**src/hdl/adc_ctrl_params.svh**
```systemverilog
// adc_ctrl_params.svh: offsets, field positions, reset values and timing counts
// assumes a 25 MHz clock and a 32-bit classic wishbone register bus
`ifndef ADC_CTRL_PARAMS_SVH
`define ADC_CTRL_PARAMS_SVH

// ----------------------------------------
// register byte offsets
// ----------------------------------------
`define OFS_MODE 8'h00
`define OFS_CHAN 8'h04
`define OFS_RES_LOW 8'h08
`define OFS_RES_HIGH 8'h0C
`define OFS_STATUS 8'h10
`define OFS_MASK 8'h14
`define OFS_STATE 8'h18

// ----------------------------------------
// field positions
// ----------------------------------------
`define MODE_START_BIT 7
`define MODE_CMP_EN_BIT 0
`define ST_DONE_BIT 0
`define ST_SUSPECT_BIT 1

// ----------------------------------------
// reset values
// ----------------------------------------
`define MODE_RST 8'h00
`define CHAN_RST 2'h0
`define MASK_RST 2'h0

// ----------------------------------------
// timing
// ----------------------------------------
`define CLK_MHZ 25
`define SETTLE_US 1
`define SETTLE_CYC (`SETTLE_US * `CLK_MHZ)
`define CONV_CYC 44

`endif

```
**src/hdl/adc_ctrl_pkg.sv**
```systemverilog
// adc_ctrl_pkg.sv: types shared by the converter control files
// assumes the params header is on the include path
`default_nettype none
package adc_ctrl_pkg;
    typedef enum logic [1:0] {ST_OFF, ST_WAIT, ST_CONV} conv_state_t;
    typedef struct packed {
        logic [9:0] value;
        logic [1:0] chan;
    } conv_result_t;
endpackage
`default_nettype wire

```
**src/hdl/adc_ctrl.sv**
```systemverilog
// adc_ctrl.sv: four-channel converter control with wishbone registers
// assumes a classic wishbone master and a comparator fed by the analog front end
`default_nettype none
`include "adc_ctrl_params.svh"

// Behaviour
// channel rewrite never clears the conversion done flag
// a run ending as channel is rewritten may still post the old result; here the channel write discards it
// software clears the done flag before restarting conversion
// first result marked suspect if started early or with comparator off
// software waits for the end interrupt and drops the first result
// mode or channel writes may leave results undefined
// software reads the result before writing mode or channel
// start clear with comparator enabled puts converter in waiting state
// result read coinciding with update is served first, update follows
// mode or channel write at end of conversion suppresses update and irq
// end of conversion loads results, sets flag and raises irq
module adc_ctrl #(
    parameter int SETTLE_CYC = `SETTLE_CYC
) (
    // clock and reset
    input wire logic clk_i,
    input wire logic rst_i,
    // wishbone slave
    input wire logic cyc_i,
    input wire logic stb_i,
    input wire logic we_i,
    input wire logic [7:0] adr_i,
    input wire logic [3:0] sel_i,
    input wire logic [31:0] dat_i,
    output logic [31:0] dat_o,
    output logic ack_o,
    // analog front end
    input wire logic cmp_i,
    output logic [9:0] dac_o,
    output logic [1:0] chan_sel_o,
    output logic cmp_power_o,
    // interrupt
    output logic conversion_end_irq_o
);
    import adc_ctrl_pkg::*;

    // ----------------------------------------
    // registers and state
    // ----------------------------------------
    logic [7:0] converter_mode_reg_r, converter_mode_reg_nxt;
    logic [1:0] channel_select_reg_r, channel_select_reg_nxt;
    conv_result_t result_r, result_nxt;
    logic pend_r, pend_nxt;
    conv_result_t pend_res_r, pend_res_nxt;
    logic [1:0] status_r, status_nxt;
    logic [1:0] mask_r, mask_nxt;
    logic first_r, first_nxt;
    logic suspect_run_r, suspect_run_nxt;
    logic [15:0] settle_r, settle_nxt;
    logic ack_r, ack_nxt;
    logic [31:0] rdat_r, rdat_nxt;
    conv_state_t state_r, state_nxt;

    logic req, wr, rd, wr_mode, wr_chan, rd_result, conv_done, restart;
    logic start_bit, cmp_en_bit, start_rise;
    logic [9:0] value;

    function automatic logic hit(input logic [7:0] a, input logic [7:0] ofs);
        hit = (a == ofs);
    endfunction

    assign req = cyc_i && stb_i && !ack_r;
    assign wr = req && we_i && sel_i[0];
    assign rd = req && !we_i;
    assign wr_mode = wr && hit(adr_i, `OFS_MODE);
    assign wr_chan = wr && hit(adr_i, `OFS_CHAN);
    assign rd_result = rd && (hit(adr_i, `OFS_RES_LOW) || hit(adr_i, `OFS_RES_HIGH));
    assign start_bit = converter_mode_reg_r[`MODE_START_BIT];
    assign cmp_en_bit = converter_mode_reg_r[`MODE_CMP_EN_BIT];
    assign start_rise = wr_mode && dat_i[`MODE_START_BIT] && !start_bit;
    // a mode or channel write aborts the running step sequence
    assign restart = wr_mode || wr_chan;

    // ----------------------------------------
    // converter engine
    // ----------------------------------------
    sar_engine u_sar (
        .clk_i(clk_i),
        .rst_i(rst_i),
        .run_i(state_r == ST_CONV),
        .restart_i(restart),
        .cmp_i(cmp_i),
        .dac_o(dac_o),
        .done_o(conv_done),
        .value_o(value)
    );

    // ----------------------------------------
    // control and result path
    // ----------------------------------------
    always_comb
    begin
        converter_mode_reg_nxt = converter_mode_reg_r;
        channel_select_reg_nxt = channel_select_reg_r;
        result_nxt = result_r;
        pend_nxt = pend_r;
        pend_res_nxt = pend_res_r;
        status_nxt = status_r;
        mask_nxt = mask_r;
        first_nxt = first_r;
        suspect_run_nxt = suspect_run_r;
        settle_nxt = settle_r;
        state_nxt = state_r;
        if (wr_mode)
            converter_mode_reg_nxt = dat_i[7:0];
        if (wr_chan)
            channel_select_reg_nxt = dat_i[1:0];
        if (wr && hit(adr_i, `OFS_MASK))
            mask_nxt = dat_i[1:0];
        if (wr && hit(adr_i, `OFS_STATUS))
            status_nxt = status_r & ~dat_i[1:0];
        // settle counter restarts whenever the comparator is switched on
        if (wr_mode && dat_i[`MODE_CMP_EN_BIT] && !cmp_en_bit)
            settle_nxt = 16'(SETTLE_CYC);
        else if (!cmp_en_bit)
            settle_nxt = 16'(SETTLE_CYC);
        else if (settle_r != 16'h0000)
            settle_nxt = settle_r - 16'h0001;
        if (start_rise)
        begin
            first_nxt = 1'b1;
            // a start before settling or with comparator off gives a poor first value
            suspect_run_nxt = !dat_i[`MODE_CMP_EN_BIT] || !cmp_en_bit
                || (settle_r != 16'h0000);
        end
        // a held result lands once no read is in progress; a mode or channel write discards it
        if (pend_r && !rd_result && !restart)
        begin
            result_nxt = pend_res_r;
            pend_nxt = 1'b0;
        end
        if (conv_done && !restart)
        begin
            // the run that just ended used the current channel; a read in progress or a held result defers it
            if (rd_result || pend_r)
            begin
                pend_nxt = 1'b1;
                pend_res_nxt = '{value: value, chan: channel_select_reg_r};
            end
            else
                result_nxt = '{value: value, chan: channel_select_reg_r};
            status_nxt[`ST_DONE_BIT] = 1'b1;
            // sticky like the done bit: a later clean run must not wipe it
            status_nxt[`ST_SUSPECT_BIT] = status_nxt[`ST_SUSPECT_BIT]
                | (first_r && suspect_run_r);
            first_nxt = 1'b0;
        end
        else if (conv_done)
            pend_nxt = 1'b0;
        if (restart)
            pend_nxt = 1'b0;
        case (state_r)
            ST_OFF, ST_WAIT, ST_CONV:
            begin
                if (converter_mode_reg_nxt[`MODE_START_BIT])
                    state_nxt = ST_CONV;
                else if (converter_mode_reg_nxt[`MODE_CMP_EN_BIT])
                    state_nxt = ST_WAIT;
                else
                    state_nxt = ST_OFF;
            end
            default: state_nxt = ST_OFF;
        endcase
    end

    // ----------------------------------------
    // wishbone answer
    // ----------------------------------------
    always_comb
    begin
        ack_nxt = req;
        rdat_nxt = 32'h0000_0000;
        if (rd)
        begin
            case (adr_i)
                `OFS_MODE: rdat_nxt = {24'h000000, converter_mode_reg_r};
                `OFS_CHAN: rdat_nxt = {30'h0, channel_select_reg_r};
                `OFS_RES_LOW: rdat_nxt = {24'h000000, result_r.value[7:0]};
                `OFS_RES_HIGH: rdat_nxt = {22'h0, result_r.value};
                `OFS_STATUS: rdat_nxt = {30'h0, status_r};
                `OFS_MASK: rdat_nxt = {30'h0, mask_r};
                `OFS_STATE: rdat_nxt = {28'h0000000, result_r.chan, state_r};
                default: rdat_nxt = 32'h0000_0000;
            endcase
        end
        else if (!req)
            rdat_nxt = rdat_r;
    end

    always_ff @(posedge clk_i)
    begin
        if (rst_i)
        begin
            converter_mode_reg_r <= `MODE_RST;
            channel_select_reg_r <= `CHAN_RST;
            result_r <= '0;
            pend_r <= 1'b0;
            pend_res_r <= '0;
            status_r <= 2'h0;
            mask_r <= `MASK_RST;
            first_r <= 1'b0;
            suspect_run_r <= 1'b0;
            settle_r <= 16'(SETTLE_CYC);
            state_r <= ST_OFF;
            ack_r <= 1'b0;
            rdat_r <= 32'h0000_0000;
        end
        else
        begin
            converter_mode_reg_r <= converter_mode_reg_nxt;
            channel_select_reg_r <= channel_select_reg_nxt;
            result_r <= result_nxt;
            pend_r <= pend_nxt;
            pend_res_r <= pend_res_nxt;
            status_r <= status_nxt;
            mask_r <= mask_nxt;
            first_r <= first_nxt;
            suspect_run_r <= suspect_run_nxt;
            settle_r <= settle_nxt;
            state_r <= state_nxt;
            ack_r <= ack_nxt;
            rdat_r <= rdat_nxt;
        end
    end

    assign ack_o = ack_r;
    assign dat_o = rdat_r;
    assign chan_sel_o = channel_select_reg_r;
    assign cmp_power_o = (state_r != ST_OFF);
    assign conversion_end_irq_o = |(status_r & mask_r);
endmodule // adc_ctrl
`default_nettype wire

```
**src/hdl/sar_engine.sv**
```systemverilog
// sar_engine.sv: successive-approximation sequencer, one bit per step
// assumes the comparator answer is synchronous; restart aborts a run
`default_nettype none
`include "adc_ctrl_params.svh"
module sar_engine #(
    parameter int STEP_CYC = `CONV_CYC / 10
) (
    // clock and reset
    input wire logic clk_i,
    input wire logic rst_i,
    // control
    input wire logic run_i,
    input wire logic restart_i,
    input wire logic cmp_i,
    // result
    output logic [9:0] dac_o,
    output logic done_o,
    output logic [9:0] value_o
);
    import adc_ctrl_pkg::*;

    logic [7:0] div_r, div_nxt;
    logic [3:0] bit_r, bit_nxt;
    logic [9:0] acc_r, acc_nxt;
    logic done_r, done_nxt;
    logic step;

    assign step = (div_r == 8'(STEP_CYC - 1));

    always_comb
    begin
        div_nxt = step ? 8'h00 : div_r + 8'h01;
        bit_nxt = bit_r;
        acc_nxt = acc_r;
        done_nxt = 1'b0;
        if (!run_i || restart_i)
        begin
            div_nxt = 8'h00;
            bit_nxt = 4'h9;
            acc_nxt = 10'h200;
        end
        else if (step)
        begin
            if (!cmp_i)
                acc_nxt[bit_r] = 1'b0;
            if (bit_r == 4'h0)
            begin
                done_nxt = 1'b1;
                bit_nxt = 4'h9;
            end
            else
            begin
                bit_nxt = bit_r - 4'h1;
                acc_nxt[bit_r - 4'h1] = 1'b1;
            end
        end
    end

    always_ff @(posedge clk_i)
    begin
        if (rst_i)
        begin
            div_r <= 8'h00;
            bit_r <= 4'h9;
            acc_r <= 10'h200;
            done_r <= 1'b0;
            value_o <= 10'h000;
        end
        else
        begin
            div_r <= div_nxt;
            bit_r <= bit_nxt;
            acc_r <= (done_nxt && bit_nxt == 4'h9) ? 10'h200 : acc_nxt;
            done_r <= done_nxt;
            if (done_nxt)
                value_o <= acc_nxt;
        end
    end

    assign dac_o = acc_r;
    assign done_o = done_r;
endmodule // sar_engine
`default_nettype wire
```
**config.mk**
```make
export PLATFORM = sky130hd
export DESIGN_NAME = adc_ctrl
export DESIGN_NICKNAME = d
export VERILOG_FILES = /design/src/hdl/adc_ctrl_pkg.sv /design/src/hdl/adc_ctrl.sv /design/src/hdl/sar_engine.sv
export VERILOG_INCLUDE_DIRS = /design/src /design/src/hdl
export SDC_FILE = /design/constraint.sdc
export NUM_CORES = 1
export LEC_CHECK = 0
export ABC_AREA = 1
export BUFFER_PORTS_ARGS = -buffer_cell sky130_fd_sc_hd__buf_2
export CORE_MARGIN = 2
export CORE_UTILIZATION = 56
export DETAILED_ROUTE_END_ITERATION = 10
export HOLD_SLACK_MARGIN = 0.12
export PLACE_DENSITY = 0.84
export SYNTH_ARGS = -nofsm -noshare
export SYNTH_HDL_FRONTEND = slang
export SYNTH_SLANG_ARGS = --single-unit
```
**constraint.sdc**
```tcl
create_clock -name clk_i -period 1.9 [get_ports clk_i]
set_clock_uncertainty 0.05 [all_clocks]
set_input_delay 0.19 -clock clk_i [delete_from_list [all_inputs] [get_ports clk_i]]
set_output_delay 0.19 -clock clk_i [all_outputs]
set_load 0.1 [all_outputs]
```
* Yosys cells after proc, flatten, opt, wreduce, memory -nomap -nowiden *
Cells that the tools add are included.
W data, S select, Z words.

storage, ports and cells
  flip-flop bits (word level) = 125
  input bits = 50
  output and inout bits = 47
  logic and storage cells = 132

cells by class
  add/sub/neg operators = 3
  $lt $le $gt $ge = 4
  eq/ne operators = 10
  muxes and demuxes = 31
  bitwise operators = 9
  reduce and logical (&&, ||, !) cells = 52

operator list
  operator                 number
  $pmux W10 S7             1
  $mux W32                 2
  $mux W10                 6
  $mux W12                 3
  $eq A8 B5 Y1 const B     3
  $logic_and A1 B1 Y1      21
  $eq A8 B4 Y1 const B     2
  $reduce_bool A16 Y1      1
  $sub A16 B1 Y16 const B  1
  $mux W4                  3
  $reduce_or A3 Y1         4
  $and A10 B10 Y10         1
  $lt A4 B5 Y1 const B     2
  $mux W1                  10
  $not A10 Y10             1
  $or A10 B10 Y10          1
  $reduce_or A2 Y1         5
  $add A8 B1 Y8 const B    1
  $demux W1 S4             2
  $eq A8 B2 Y1 const B     1
  $eq A8 B3 Y1 const B     1
  $ge A4 B1 Y1 const B     2
  $logic_not A1 Y1         8
  $logic_not A8 Y1         1
  other kinds (15)         26

* Depth between registers and ports, before layout *
Gate-level depths: netlist of the first run.

  depth after elaboration = 13
  gate-level depth with buffers = 12
  depth with buffers taken out = 11

* Modules after synthesis *
From an unflattened synthesis of the first run, not the netlist that was laid out.

unflattened totals
  cell total of the unflattened synthesis = 800
  area, all modules = 5410.2 µm²

modules (own cells, without submodules)
  module      times used  cells an instance  area an instance (µm²)  sequential area each (µm²)
  adc_ctrl    1           561                3763.6                  1401.3
  sar_engine  1           239                1646.6                  660.6

* Least setup slack after synthesis of the first run *
OpenSTA, ideal clock, no wires.

  kind = register -> register
  start point = register ack_r, in the netlist ack_o
  end point = register result_r[4] (netlist bit)
  data arrival time = 1.990 ns
  data required time = 1.739 ns
  setup slack = -0.252 ns
  stages on the path, launching flop included = 9
  clock period less this slack = 2.152 ns
  cell sequence = dfxtp_1 > inv_1 > nand3_4 > nor2_2 > a21oi_4 > buf_2 > nand3_1 > nand2_1 > nor2_1

on the way
  longest elaborated chain between the ends = 11

RTL lines
  element                                 RTL line                          source
  start: declaration                      adc_ctrl.sv:56                    logic ack_r, ack_nxt;
  start signal: assignment                adc_ctrl.sv:227                   ack_r <= ack_nxt;
  $logic_not A1 Y1 *                      adc_ctrl.sv:68                    assign req = cyc_i && stb_i && !ack_r;
  $logic_and A1 B1 Y1 *                   adc_ctrl.sv:68
  $logic_and A1 B1 Y1 (2 in a row)        adc_ctrl.sv:69                    assign wr = req && we_i && sel_i[0];
  $logic_and A1 B1 Y1 (on tied branches)  adc_ctrl.sv:71, adc_ctrl.sv:72
  $logic_or A1 B1 Y1                      adc_ctrl.sv:78                    assign restart = wr_mode || wr_chan;
  $logic_not A1 Y1                        adc_ctrl.sv:133, adc_ctrl.sv:138
  $logic_and A1 B1 Y1                     adc_ctrl.sv:133                   if (pend_r && !rd_result && !restart)
  $mux W12                                adc_ctrl.sv:133
  $mux W12                                adc_ctrl.sv:141                   if (rd_result || pend_r)
  $mux W12 *                              adc_ctrl.sv:138                   if (conv_done && !restart)
  end signal: assignment                  adc_ctrl.sv:218                   result_r <= result_nxt;
  end: declaration                        adc_ctrl.sv:48                    conv_result_t result_r, result_nxt;

Every way passes the cells marked *; elsewhere a longest branch is shown, timed or not.
A chain may end at the register's enable or synchronous reset.

* Worst setup path in the final report of the first run *
  start point = register u_sar.div_r[0]
  end point = register u_sar.value_o[7]

on the way
  longest elaborated chain between the ends = 3

RTL lines
  element                              RTL line          source
  start: declaration                   sar_engine.sv:22  logic [7:0] div_r, div_nxt;
  start signal: assignment             sar_engine.sv:71  div_r <= div_nxt;
  $eq A8 B2 Y1 *                       sar_engine.sv:28  assign step = (div_r == 8'(STEP_CYC - 1));
  $mux W10 or $mux W1 (tied branches)  sar_engine.sv:42  else if (step)
  $mux W10 or $mux W1 (tied branches)  sar_engine.sv:36  if (!run_i || restart_i)
  end signal: assignment               sar_engine.sv:76  value_o <= acc_nxt;
  end: declaration                     sar_engine.sv:18  output logic [9:0] value_o

Marked as above.

==> results of run 1 <==
==> through the flow <==
stage | worst slack, ns | power, mW | hold WS (ns) | area, um2
3_5_place_dp | 0.08923 | 2.535 | 0.3855 | 5484
4_1_cts | 0.05387 | 3.956 | 0.1260 | 5758
3_3_place_gp | 0.1232 | 2.534 | 0.3809 | 5484
5_1_grt | -0.004501 | 4.065 | 0.1518 | 5836
2_1_floorplan | 0.09461 | 2.518 | 0.2826 | 5314
6_report | 0.1578 | 3.931 | 0.1485 | 5836
==> per-layer routing <==
| metal | global-route usage | vias to the layer above | wire length, um |
|---|---|---|---|
| met5 | 0 | - | 0 |
| met4 | 0.07060 | 0 | 181 |
| met3 | 0.04300 | 20 | 546 |
| met2 | 0.3703 | 132 | 4964 |
| met1 | 0.2886 | 2084 | 5100 |
| li1 | - | 2453 | - |
==> cell families after synthesis <==
logic type,after synthesis,share of synthesized area
buf+inv,129,0.1224
flops,103,0.3940
other cells,1,0.0007165
compound gates,79,0.08176
xor+xnor,13,0.02175
simple gates,434,0.3746
fa+ha+maj,2,0.004780
==> worst min path at each step <==
stage / startpoint / endpoint / cells past startpoint
final: dat_i[7] / state_r[0]$_SDFF_PP0_ / 4
after global routing: dat_i[7] / state_r[0]$_SDFF_PP0_ / 4
after CTS: dat_i[7] / state_r[0]$_SDFF_PP0_ / 4
after detailed placement: u_sar.div_r[0]$_SDFF_PP0_ / u_sar.div_r[0]$_SDFF_PP0_ / 1
after global placement: u_sar.div_r[0]$_SDFF_PP0_ / u_sar.div_r[0]$_SDFF_PP0_ / 1
after floorplan: dat_i[0] / mask_r[0]$_SDFFE_PP0P_ / 2
==> power by group <==
group / leakage, nW / internal [mW] / switching [mW]
Sequential: 0.830 / 2.16 / 0.000393
Combinational: 1.67 / 0.0563 / 0.286
Clock: 0.102 / 0.629 / 0.801
==> placed cells by master, fill, tap and decap left out, types with 2 or more instances in the layout <==
cell,n
conb_1,22
inv_6,2
xor2_1,8
nor2_4,6
nand4_1,4
buf_12,2
inv_1,76
o21ai_0,31
nand2_4,4
nor2_8,2
dfxtp_2,2
nand2_2,13
clkinv_4,2
nand3_1,58
buf_4,15
nand3_4,3
ha_1,2
a21oi_1,32
o22ai_1,3
o21ai_1,6
inv_2,6
nand3_2,3
xnor2_1,5
nor2_2,13
nor2_1,146
clkbuf_8,9
nand2_1,172
nor3_1,7
buf_2,47
dfxtp_1,101
nand2_8,2
dlygate4sd3_1,7
==> repair_timing <==
action	in CTS	in global routing
resized for setup	0	10
setup endpoints to repair	0	33
buffers inserted	0	4
hold buffers	7	0
hold endpoints to repair	11	0
==> critical path, stage by stage (launching register included) <==
cell     delay, ns
dfxtp_2       0.35
ha_1          0.16
inv_1         0.06
nor2_2        0.13
nand2_2       0.08
nor2_4        0.16
inv_2         0.07
nor2_4        0.16
buf_4         0.15
nand3_4       0.09
nand3_1       0.12
nand2_1       0.06
==> registers in the layout, indices dropped and copies added, names as in the netlist, 2 cells and up <==
register,flops
u_sar.dac_o,10
dat_o,10
u_sar.value_o,10
result_r,12
u_sar.div_r,8
chan_sel_o,2
state_r,2
u_sar.bit_r,4
converter_mode_reg_r,8
settle_r,16
mask_r,2
pend_res_r,12
status_r,2
==> cell type report <==
cell class                 instances  area, um2
fill                             837       3317
multi-input combinational        551       2644
sequential                       103       2064
timing repair buffer              71      457.9
inverter                          85      326.6
tap                              111      138.9
clock buffer                       9      123.9
clock inverter                     7      80.08
==> impl_metrics.py, run 1 <==
metrics = {
    "outcome": {
        "status": "finished, final reports clean",
    },
    "synth": {
        "synth_most_common_cell": "nand2_1",
        "synth_warnings": 0,
        "syn-cell-area_um2": 5234,
        "synth-seq-cells": 103,
        "synth_top_area_frac": 0.3940,
        "syn_inst": 761,
        "synth_area_leaders": "dfxtp_1 39%, nand2_1 12%, nor2_1 11%, nand3_1 5.5%, inv_1 5.5%",
        "synthTopCellsByCount": "173 x nand2_1, 148 x nor2_1, 103 x dfxtp_1",
        "syn_area_per_cell_um2": 6.877,
        "ys_seq_area_frac": 0.3940,
        "synth_cell_type_count": 42,
        "synth_ff_type": "dfxtp_1",
        "synth_edf_count": 0,
        "yosysTopAreaCell": "dfxtp_1",
        "async_reset_ff_frac": 0,
    },
    "die": {
        "dieArea_um2": 10140,
        "io_pins": 97,
        "die_y_um": 100.7,
        "rows": 35,
        "die_x_um": 100.7,
        "core-area_um2": 9153,
        "initial_utilization": 0.5718,
    },
    "sta": {
        "period_minus_slack_ns": 1.742,
        "post-route-period-util": 0.9169,
        "tightest_slew_ns": 0.5208,
        "slew_headroom": 0.6524,
        "timing.fmax_mhz": 574.0,
        "hold_viol_final": 0,
        "setup_viol": 0,
        "fin_tns_setup_ns": 0,
        "drv_slew": 0,
    },
    "detailed_routing": {
        "antenna_left": 0,
        "drt_iter0_markers": 207,
        "drc": 0,
        "wl_per_cell_um": 11.52,
        "dr.pass1.iters": 4,
        "viasPerCell": 5.004,
        "vias": 4689,
        "routed_wl_um": 10790,
    },
    "place": {
        "placedCellCount": 909,
        "dp_hpwl_um": 7665,
        "numPortBuffers": 47,
        "place.gp.congestion": 0.9591,
    },
    "run": {
        "drv_cap": 0,
    },
    "clock_network": {
        "cts_tree": "built",
        "cts_root_buffer": "clkbuf_8",
        "cts_made_buffers": 9,
        "clk_pin_slew_worst_paths_ns": 0.10,
        "clk_latency_ns": 0.37,
        "cts_max_path_buffers": 2,
        "h-tree-depth": 3,
        "cts.sinks": 103,
    },
    "global_route": {
        "grtUsageTotal": 0.2216,
        "grt_pass1_wl_um": 18370,
        "grt-ovfl-total": 0,
        "grt_max_degree": 46,
        "grt_pass1_vias": 4257,
        "antenna_found_initial": 0,
    },
    "critical_path": {
        "start_kind": "flip-flop",
        "regToRegSetupSlack_ns": 0.16,
        "cp-startpoint": "u_sar.div_r[0]$_SDFF_PP0_",
        "rr_worst_depth": 11,
        "crit_type": "reg -> reg",
        "worstSetupEndpointType": "flip-flop",
        "worstSetupEndpoint": "u_sar.value_o[7]$_SDFFE_PP0P_",
        "path_max_fanout": 7,
        "required_ns": 2.12,
        "timing.rr.end": "u_sar.value_o[7]$_SDFFE_PP0P_",
        "timing.rr.start": "u_sar.div_r[0]$_SDFF_PP0_",
        "worstPathArrival_ns": 1.96,
    },
    "min_path": {
        "worstHoldPathType": "in -> reg",
    },
    "power_and_ir_drop": {
        "powerDensity_nw_per_um2": 673.6,
        "vdd_drop_max_mv": 0.3754,
        "leakagePower_nw": 2.601,
    },
    "finish": {
        "synthToLayoutAreaGrowth_pct": 11.50,
        "num_antenna_cells": 0,
        "drive_gt1_frac": 0.1659,
        "utilization": 0.6376,
        "final_cells": 937,
        "nets": 873,
    },
}
Note: power is estimated with default switching activity, not from simulation.
==> run 2: changes to the inputs <==
--- a/config.mk
+++ b/config.mk
@@ -9,10 +9,10 @@
 export ABC_AREA = 1
 export BUFFER_PORTS_ARGS = -buffer_cell sky130_fd_sc_hd__buf_2
 export CORE_MARGIN = 2
-export CORE_UTILIZATION = 56
+export CORE_UTILIZATION = 35
 export DETAILED_ROUTE_END_ITERATION = 10
 export HOLD_SLACK_MARGIN = 0.12
-export PLACE_DENSITY = 0.84
+export PLACE_DENSITY = 0.59
 export SYNTH_ARGS = -nofsm -noshare
 export SYNTH_HDL_FRONTEND = slang
 export SYNTH_SLANG_ARGS = --single-unit
==> run 2 against run 1 <==
Effect of this change: via count decreased by 1.7%; cell area increased by 4.7%; flip-flop and latch count unchanged; die area up 57%; count of clock-buffer cells in the layout is 1 higher; sequential power about the same; sequential share of layout area fell by 1.6 points; non-clock buffer count increased by 9; fmax down 0.48%; utilization shrank 22 points; worst hold slack got worse by 0.0076 ns; largest cell class unchanged; largest power group unchanged; highest routed layer unchanged.
==> impl_metrics.py, run 2 (same netlist as run 1, synthesis figures left out) <==
metrics = {
    "outcome": {
        "status": "finished, final reports clean",
    },
    "detailed_routing": {
        "wl_per_cell_um": 11.50,
        "antenna_left": 0,
        "drc": 0,
        "drt_iter0_markers": 344,
        "viasPerCell": 4.521,
        "dr.pass1.iters": 5,
        "routed_wl_um": 11720,
        "vias": 4607,
    },
    "clock_network": {
        "cts_made_buffers": 9,
        "clk_pin_slew_worst_paths_ns": 0.07,
        "cts_max_path_buffers": 2,
        "clk_latency_ns": 0.35,
        "cts_tree": "built",
        "cts.sinks": 103,
        "h-tree-depth": 3,
        "cts_root_buffer": "clkbuf_16",
    },
    "finish": {
        "final_common_cell": "nand2_1",
        "largestRegisters": "settle_r x16, pend_res_r x12, result_r x12",
        "largest_reg_flops": 16,
        "synthToLayoutAreaGrowth_pct": 16.71,
        "final_cell_mix": "169 x nand2_1, 145 x nor2_1, 100 x dfxtp_1, 75 x inv_1, 58 x nand3_1",
        "utilization": 0.4187,
        "nets": 882,
        "top_register": "settle_r",
        "design_area_um2": 6108,
        "num_antenna_cells": 0,
        "drive_gt1_frac": 0.1832,
    },
    "die": {
        "core-area_um2": 14590,
        "die_y_um": 126.3,
        "dieArea_um2": 15950,
        "initial_utilization": 0.3587,
        "die_x_um": 126.3,
        "io_pins": 97,
        "rows": 44,
    },
    "critical_path": {
        "required_ns": 2.09,
        "worstPathArrival_ns": 1.94,
        "worstSetupEndpointType": "flip-flop",
        "crit_type": "reg -> reg",
        "regToRegSetupSlack_ns": 0.15,
        "path_max_fanout": 10,
        "start_kind": "flip-flop",
    },
    "place": {
        "dp_hpwl_um": 8427,
        "numPortBuffers": 47,
        "place.gp.congestion": 0.8790,
        "dp_slack_ns": 0.09103,
        "place_area_um2": 5600,
    },
    "sta": {
        "drv_slew": 0,
        "timing.hold.ws_ns": 0.1409,
        "period_minus_slack_ns": 1.751,
        "setup_viol": 0,
        "slew_headroom": 0.6510,
        "hold_viol_final": 0,
        "post-route-period-util": 0.9213,
        "tightest_slew_ns": 0.5229,
        "finalWorstSetupSlack_ns": 0.1495,
        "timing.fmax_mhz": 571.3,
    },
    "global_route": {
        "grt-ovfl-total": 0,
        "antenna_found_initial": 0,
        "grt_pass1_vias": 4214,
        "grt_pass1_wl_um": 20110,
        "grtUsageTotal": 0.1529,
        "grt_max_degree": 26,
    },
    "power_and_ir_drop": {
        "vdd_drop_max_mv": 0.4028,
        "leakagePower_nw": 2.673,
        "powerDensity_nw_per_um2": 720.2,
        "power_mw": 4.399,
    },
    "run": {
        "drv_cap": 0,
    },
    "min_path": {
        "worstHoldPathType": "in -> reg",
    },
}
[run 2: cell types whose count changed in the layout (fill, tap and decap cells not counted), moves of 2 or more]
cell,previous run,this run
buf_12,2,0
buf_4,15,26
clkbuf_16,0,9
clkbuf_8,9,1
clkinvlp_4,1,3
inv_6,2,0
nand2_1,172,169
nand2_2,13,16
nor2_2,13,11
nor2_4,6,9
[run 2: timing repair]
action | CTS | global route
hold buffers | 7 | 0
setup buffers | 0 | 8
hold endpoints to repair | 9 | 0
gates resized for setup | 0 | 20
setup endpoints to repair | 0 | 33
[run 2: area by class of cell]
class                   instances  area [um2]
clock buffers                  10       239.0
clock inverters                 6       70.07
fillers                      1536        8481
inverters                      85       329.1
multi-input cells             551        2674
flip-flops and latches        103        2066
well taps                     184       230.2
repair buffers                 80       500.5
[run 2: worst max-delay path, cell delays in order, from the launching register on]
cell and delay (ns):
dfxtp_2 0.36, ha_4 0.14, inv_2 0.04, nor2_4 0.11, nand2_2 0.07, nor2_4 0.22
inv_4 0.08, nor2_4 0.19, nand3_4 0.20, nand2_8 0.15, nor2_1 0.06
[run 2: worst paths after layout]
kind              cells past startpoint                      start                        end
hold reg to reg                       1  u_sar.div_r[0]$_SDFF_PP0_  u_sar.div_r[0]$_SDFF_PP0_
hold / removal                        4                   dat_i[7]      state_r[0]$_SDFF_PP0_
setup / recovery                     10  u_sar.div_r[0]$_SDFF_PP0_  u_sar.dac_o[1]$_SDFF_PP0_
setup reg to reg                     10  u_sar.div_r[0]$_SDFF_PP0_  u_sar.dac_o[1]$_SDFF_PP0_
[run 2: stage by stage]
| stage | cells | setup TNS [ns] |
|---|---|---|
| 5_1_grt | 1019 | -0.01034 |
| 3_3_place_gp | 987 | 0 |
| 6_report | 1019 | 0 |
| 4_1_cts | 1010 | 0 |
| 3_5_place_dp | 987 | 0 |
| 2_1_floorplan | 782 | 0 |
[run 2: report_power, final]
part | internal [mW] | leakage, nW | switching, mW
combinational | 0.0563 | 1.70 | 0.286
sequential | 2.16 | 0.831 | 0.000397
clock | 1.06 | 0.141 | 0.837
[run 2: metal layers]
metal  GRT usage  wire, um  vias up
li1            -         -     2464
met1      0.2093      5869     2022
met2      0.2385      5189      114
met5           0         0        -
met3     0.03866       530        7
met4     0.04525       128        0
==> run 3: changes to the inputs <==
--- a/config.mk
+++ b/config.mk
@@ -12,6 +12,7 @@
 export CORE_UTILIZATION = 35
 export DETAILED_ROUTE_END_ITERATION = 10
 export HOLD_SLACK_MARGIN = 0.12
+export MAX_ROUTING_LAYER = met4
 export PLACE_DENSITY = 0.59
 export SYNTH_ARGS = -nofsm -noshare
 export SYNTH_HDL_FRONTEND = slang
==> run 3 against run 2 <==
Effect of this change: clock power hardly changed; cell area rose by 0.20%; non-clock buffer count rose by 1; power about the same; global-route usage rose by 0.45 points; largest cell class unchanged; worst hold slack worse by 0.0012 ns; first-iteration DRC count shrank 5.5%; flip-flop and latch count did not move; setup slack worse by 0.061 ns; highest routed layer unchanged; largest power group unchanged; count of clock-buffer cells in the layout is the same; routed wire length rose by 0.13%; sequential power about the same.
==> impl_metrics.py, run 3 (same netlist as run 1, synthesis figures left out) <==
metrics = {
    "sta": {
        "hold_viol_final": 0,
        "rsz0062_at_grt": "yes",
        "setup_viol": 0,
        "timing.fmax_mhz": 552.0,
        "period_minus_slack_ns": 1.812,
        "tightest_slew_ns": 0.5186,
        "post-route-period-util": 0.9534,
        "slew_headroom": 0.6539,
        "fin_tns_setup_ns": 0,
        "drv_slew": 0,
    },
    "clock_network": {
        "clk_latency_ns": 0.35,
        "cts_tree": "built",
        "cts_max_path_buffers": 2,
        "h-tree-depth": 3,
        "clk_pin_slew_worst_paths_ns": 0.07,
        "cts_made_buffers": 9,
        "cts_root_buffer": "clkbuf_16",
        "cts.sinks": 103,
    },
    "critical_path": {
        "crit_slowest_cell": "dfxtp_2",
        "crit_type": "reg -> reg",
        "regToRegSetupSlack_ns": 0.09,
        "path_max_fanout": 7,
        "worstPathArrival_ns": 2.01,
        "start_kind": "flip-flop",
        "crit_chain": "ha_4 -> inv_1 -> nor2_2 -> nand2_2 -> nor2_4 -> inv_4 -> nor2_4 -> buf_6 -> nand3_4 -> nor2_2 -> nor2_1",
        "worstSetupEndpointType": "flip-flop",
        "timing.rr.end": "u_sar.value_o[6]$_SDFFE_PP0P_",
        "timing.rr.start": "u_sar.div_r[1]$_SDFF_PP0_",
        "required_ns": 2.10,
        "max_stage_delay_ns": 0.36,
        "rr_worst_depth": 11,
    },
    "power_and_ir_drop": {
        "powerDensity_nw_per_um2": 718.5,
        "vdd_drop_max_mv": 0.4066,
        "power_mw": 4.398,
        "leakagePower_nw": 2.678,
    },
    "detailed_routing": {
        "drt_iter0_markers": 325,
        "antenna_left": 0,
        "routed_wl_um": 11730,
        "dr.pass1.iters": 4,
        "wl_per_cell_um": 11.50,
        "drc": 0,
        "viasPerCell": 4.529,
        "vias": 4620,
    },
    "place": {
        "dp_hpwl_um": 8427,
        "numPortBuffers": 47,
        "place.gp.congestion": 0.8935,
    },
    "outcome": {
        "status": "finished, final reports clean",
    },
    "die": {
        "initial_utilization": 0.3587,
        "die_y_um": 126.3,
        "rows": 44,
        "dieArea_um2": 15950,
        "io_pins": 97,
        "die_x_um": 126.3,
        "core-area_um2": 14590,
    },
    "finish": {
        "num_antenna_cells": 0,
        "drive_gt1_frac": 0.1854,
        "largestRegisters": "settle_r x16, pend_res_r x12, result_r x12",
        "final_cell_mix": "171 x nand2_1, 143 x nor2_1, 100 x dfxtp_1, 76 x inv_1, 57 x nand3_1",
        "synthToLayoutAreaGrowth_pct": 16.95,
        "nets": 883,
        "largest_reg_flops": 16,
        "final_common_cell": "nand2_1",
        "top_register": "settle_r",
    },
    "run": {
        "drv_cap": 0,
    },
    "global_route": {
        "grtUsageTotal": 0.1574,
        "grt-ovfl-total": 0,
        "antenna_found_initial": 0,
        "grt_max_degree": 26,
        "grt_pass1_wl_um": 20120,
        "grt_pass1_vias": 4217,
    },
    "min_path": {
        "holdPathEnd": "state_r[0]$_SDFF_PP0_",
        "min_from": "dat_i[7]",
        "hold-path-cell-count": 4,
        "worstHoldPathType": "in -> reg",
    },
}
## run 3: cell types whose count changed in the layout (fill, tap and decap cells not counted), moves of 2 or more
cell | before | now
buf_6 | 0 | 2
nand2_1 | 169 | 171
nor2_4 | 9 | 7
nand2_2 | 16 | 14
nor2_2 | 11 | 15
nor2_1 | 145 | 143
## run 3: final cells by class
type | instances | area (um2)
Timing Repair Buffer | 81 | 515.5
Clock inverter | 6 | 70.07
Fill cell | 1533 | 8468
Clock buffer | 10 | 239.0
Multi-Input combinational cell | 551 | 2671
Tap cell | 184 | 230.2
Inverter | 85 | 329.1
Sequential cell | 103 | 2066
## run 3: report_power, final
group | switching [mW] | internal, mW
Combinational | 0.285 | 0.0554
Sequential | 0.000396 | 2.16
Clock | 0.838 | 1.06
## run 3: per-stage QoR
step	hold WS (ns)	instances	utilization	cell area [um2]	worst slack, ns
finish	0.1397	1020	0.4196	6121	0.08846
global route	0.1641	1020	0.4196	6121	-0.05381
CTS	0.1220	1010	0.4099	5979	0.07758
detailed placement	0.3877	987	0.3839	5600	0.09103
global placement	0.3822	987	0.3839	5600	0.09162
floorplan	0.2826	782	-	5314	0.09461
## run 3: worst max-delay path by stage
| stage | from | endpoint | slack (ns) | depth (start not counted) |
|---|---|---|---|---|
| floorplan | ack_o$_SDFF_PP0_ | result_r[4]$_SDFF_PP0_ | 0.09 | 8 |
| global placement | ack_o$_SDFF_PP0_ | result_r[7]$_SDFF_PP0_ | 0.09 | 9 |
| detailed placement | ack_o$_SDFF_PP0_ | result_r[9]$_SDFF_PP0_ | 0.09 | 9 |
| CTS | ack_o$_SDFF_PP0_ | result_r[10]$_SDFF_PP0_ | 0.08 | 9 |
| global route | u_sar.div_r[1]$_SDFF_PP0_ | u_sar.dac_o[7]$_SDFF_PP0_ | -0.05 | 10 |
| finish | u_sar.div_r[1]$_SDFF_PP0_ | u_sar.value_o[6]$_SDFFE_PP0P_ | 0.09 | 11 |
## run 3: what timing repair did
action	in CTS	in global routing
buffers inserted	0	9
resized for setup	0	22
hold buffers	7	0
endpoints found under the hold margin	9	0
setup endpoints to repair	0	33
## run 3: metal layers
metal	track usage	vias up	routed length, um	share of wire
met5	-	-	0	0
met4	0.04525	0	141	0.012
met3	0.03866	11	562	0.048
met2	0.2378	110	5180	0.44
met1	0.2098	2030	5848	0.50
li1	-	2469	-	-
## run 3: worst max-delay path, delay by kind of cell (launching register included)
family / cells / cell delay (ns)
flops: 1 / 0.36
fa+ha+maj: 1 / 0.14
buf+inv: 3 / 0.26
simple gates: 7 / 0.91
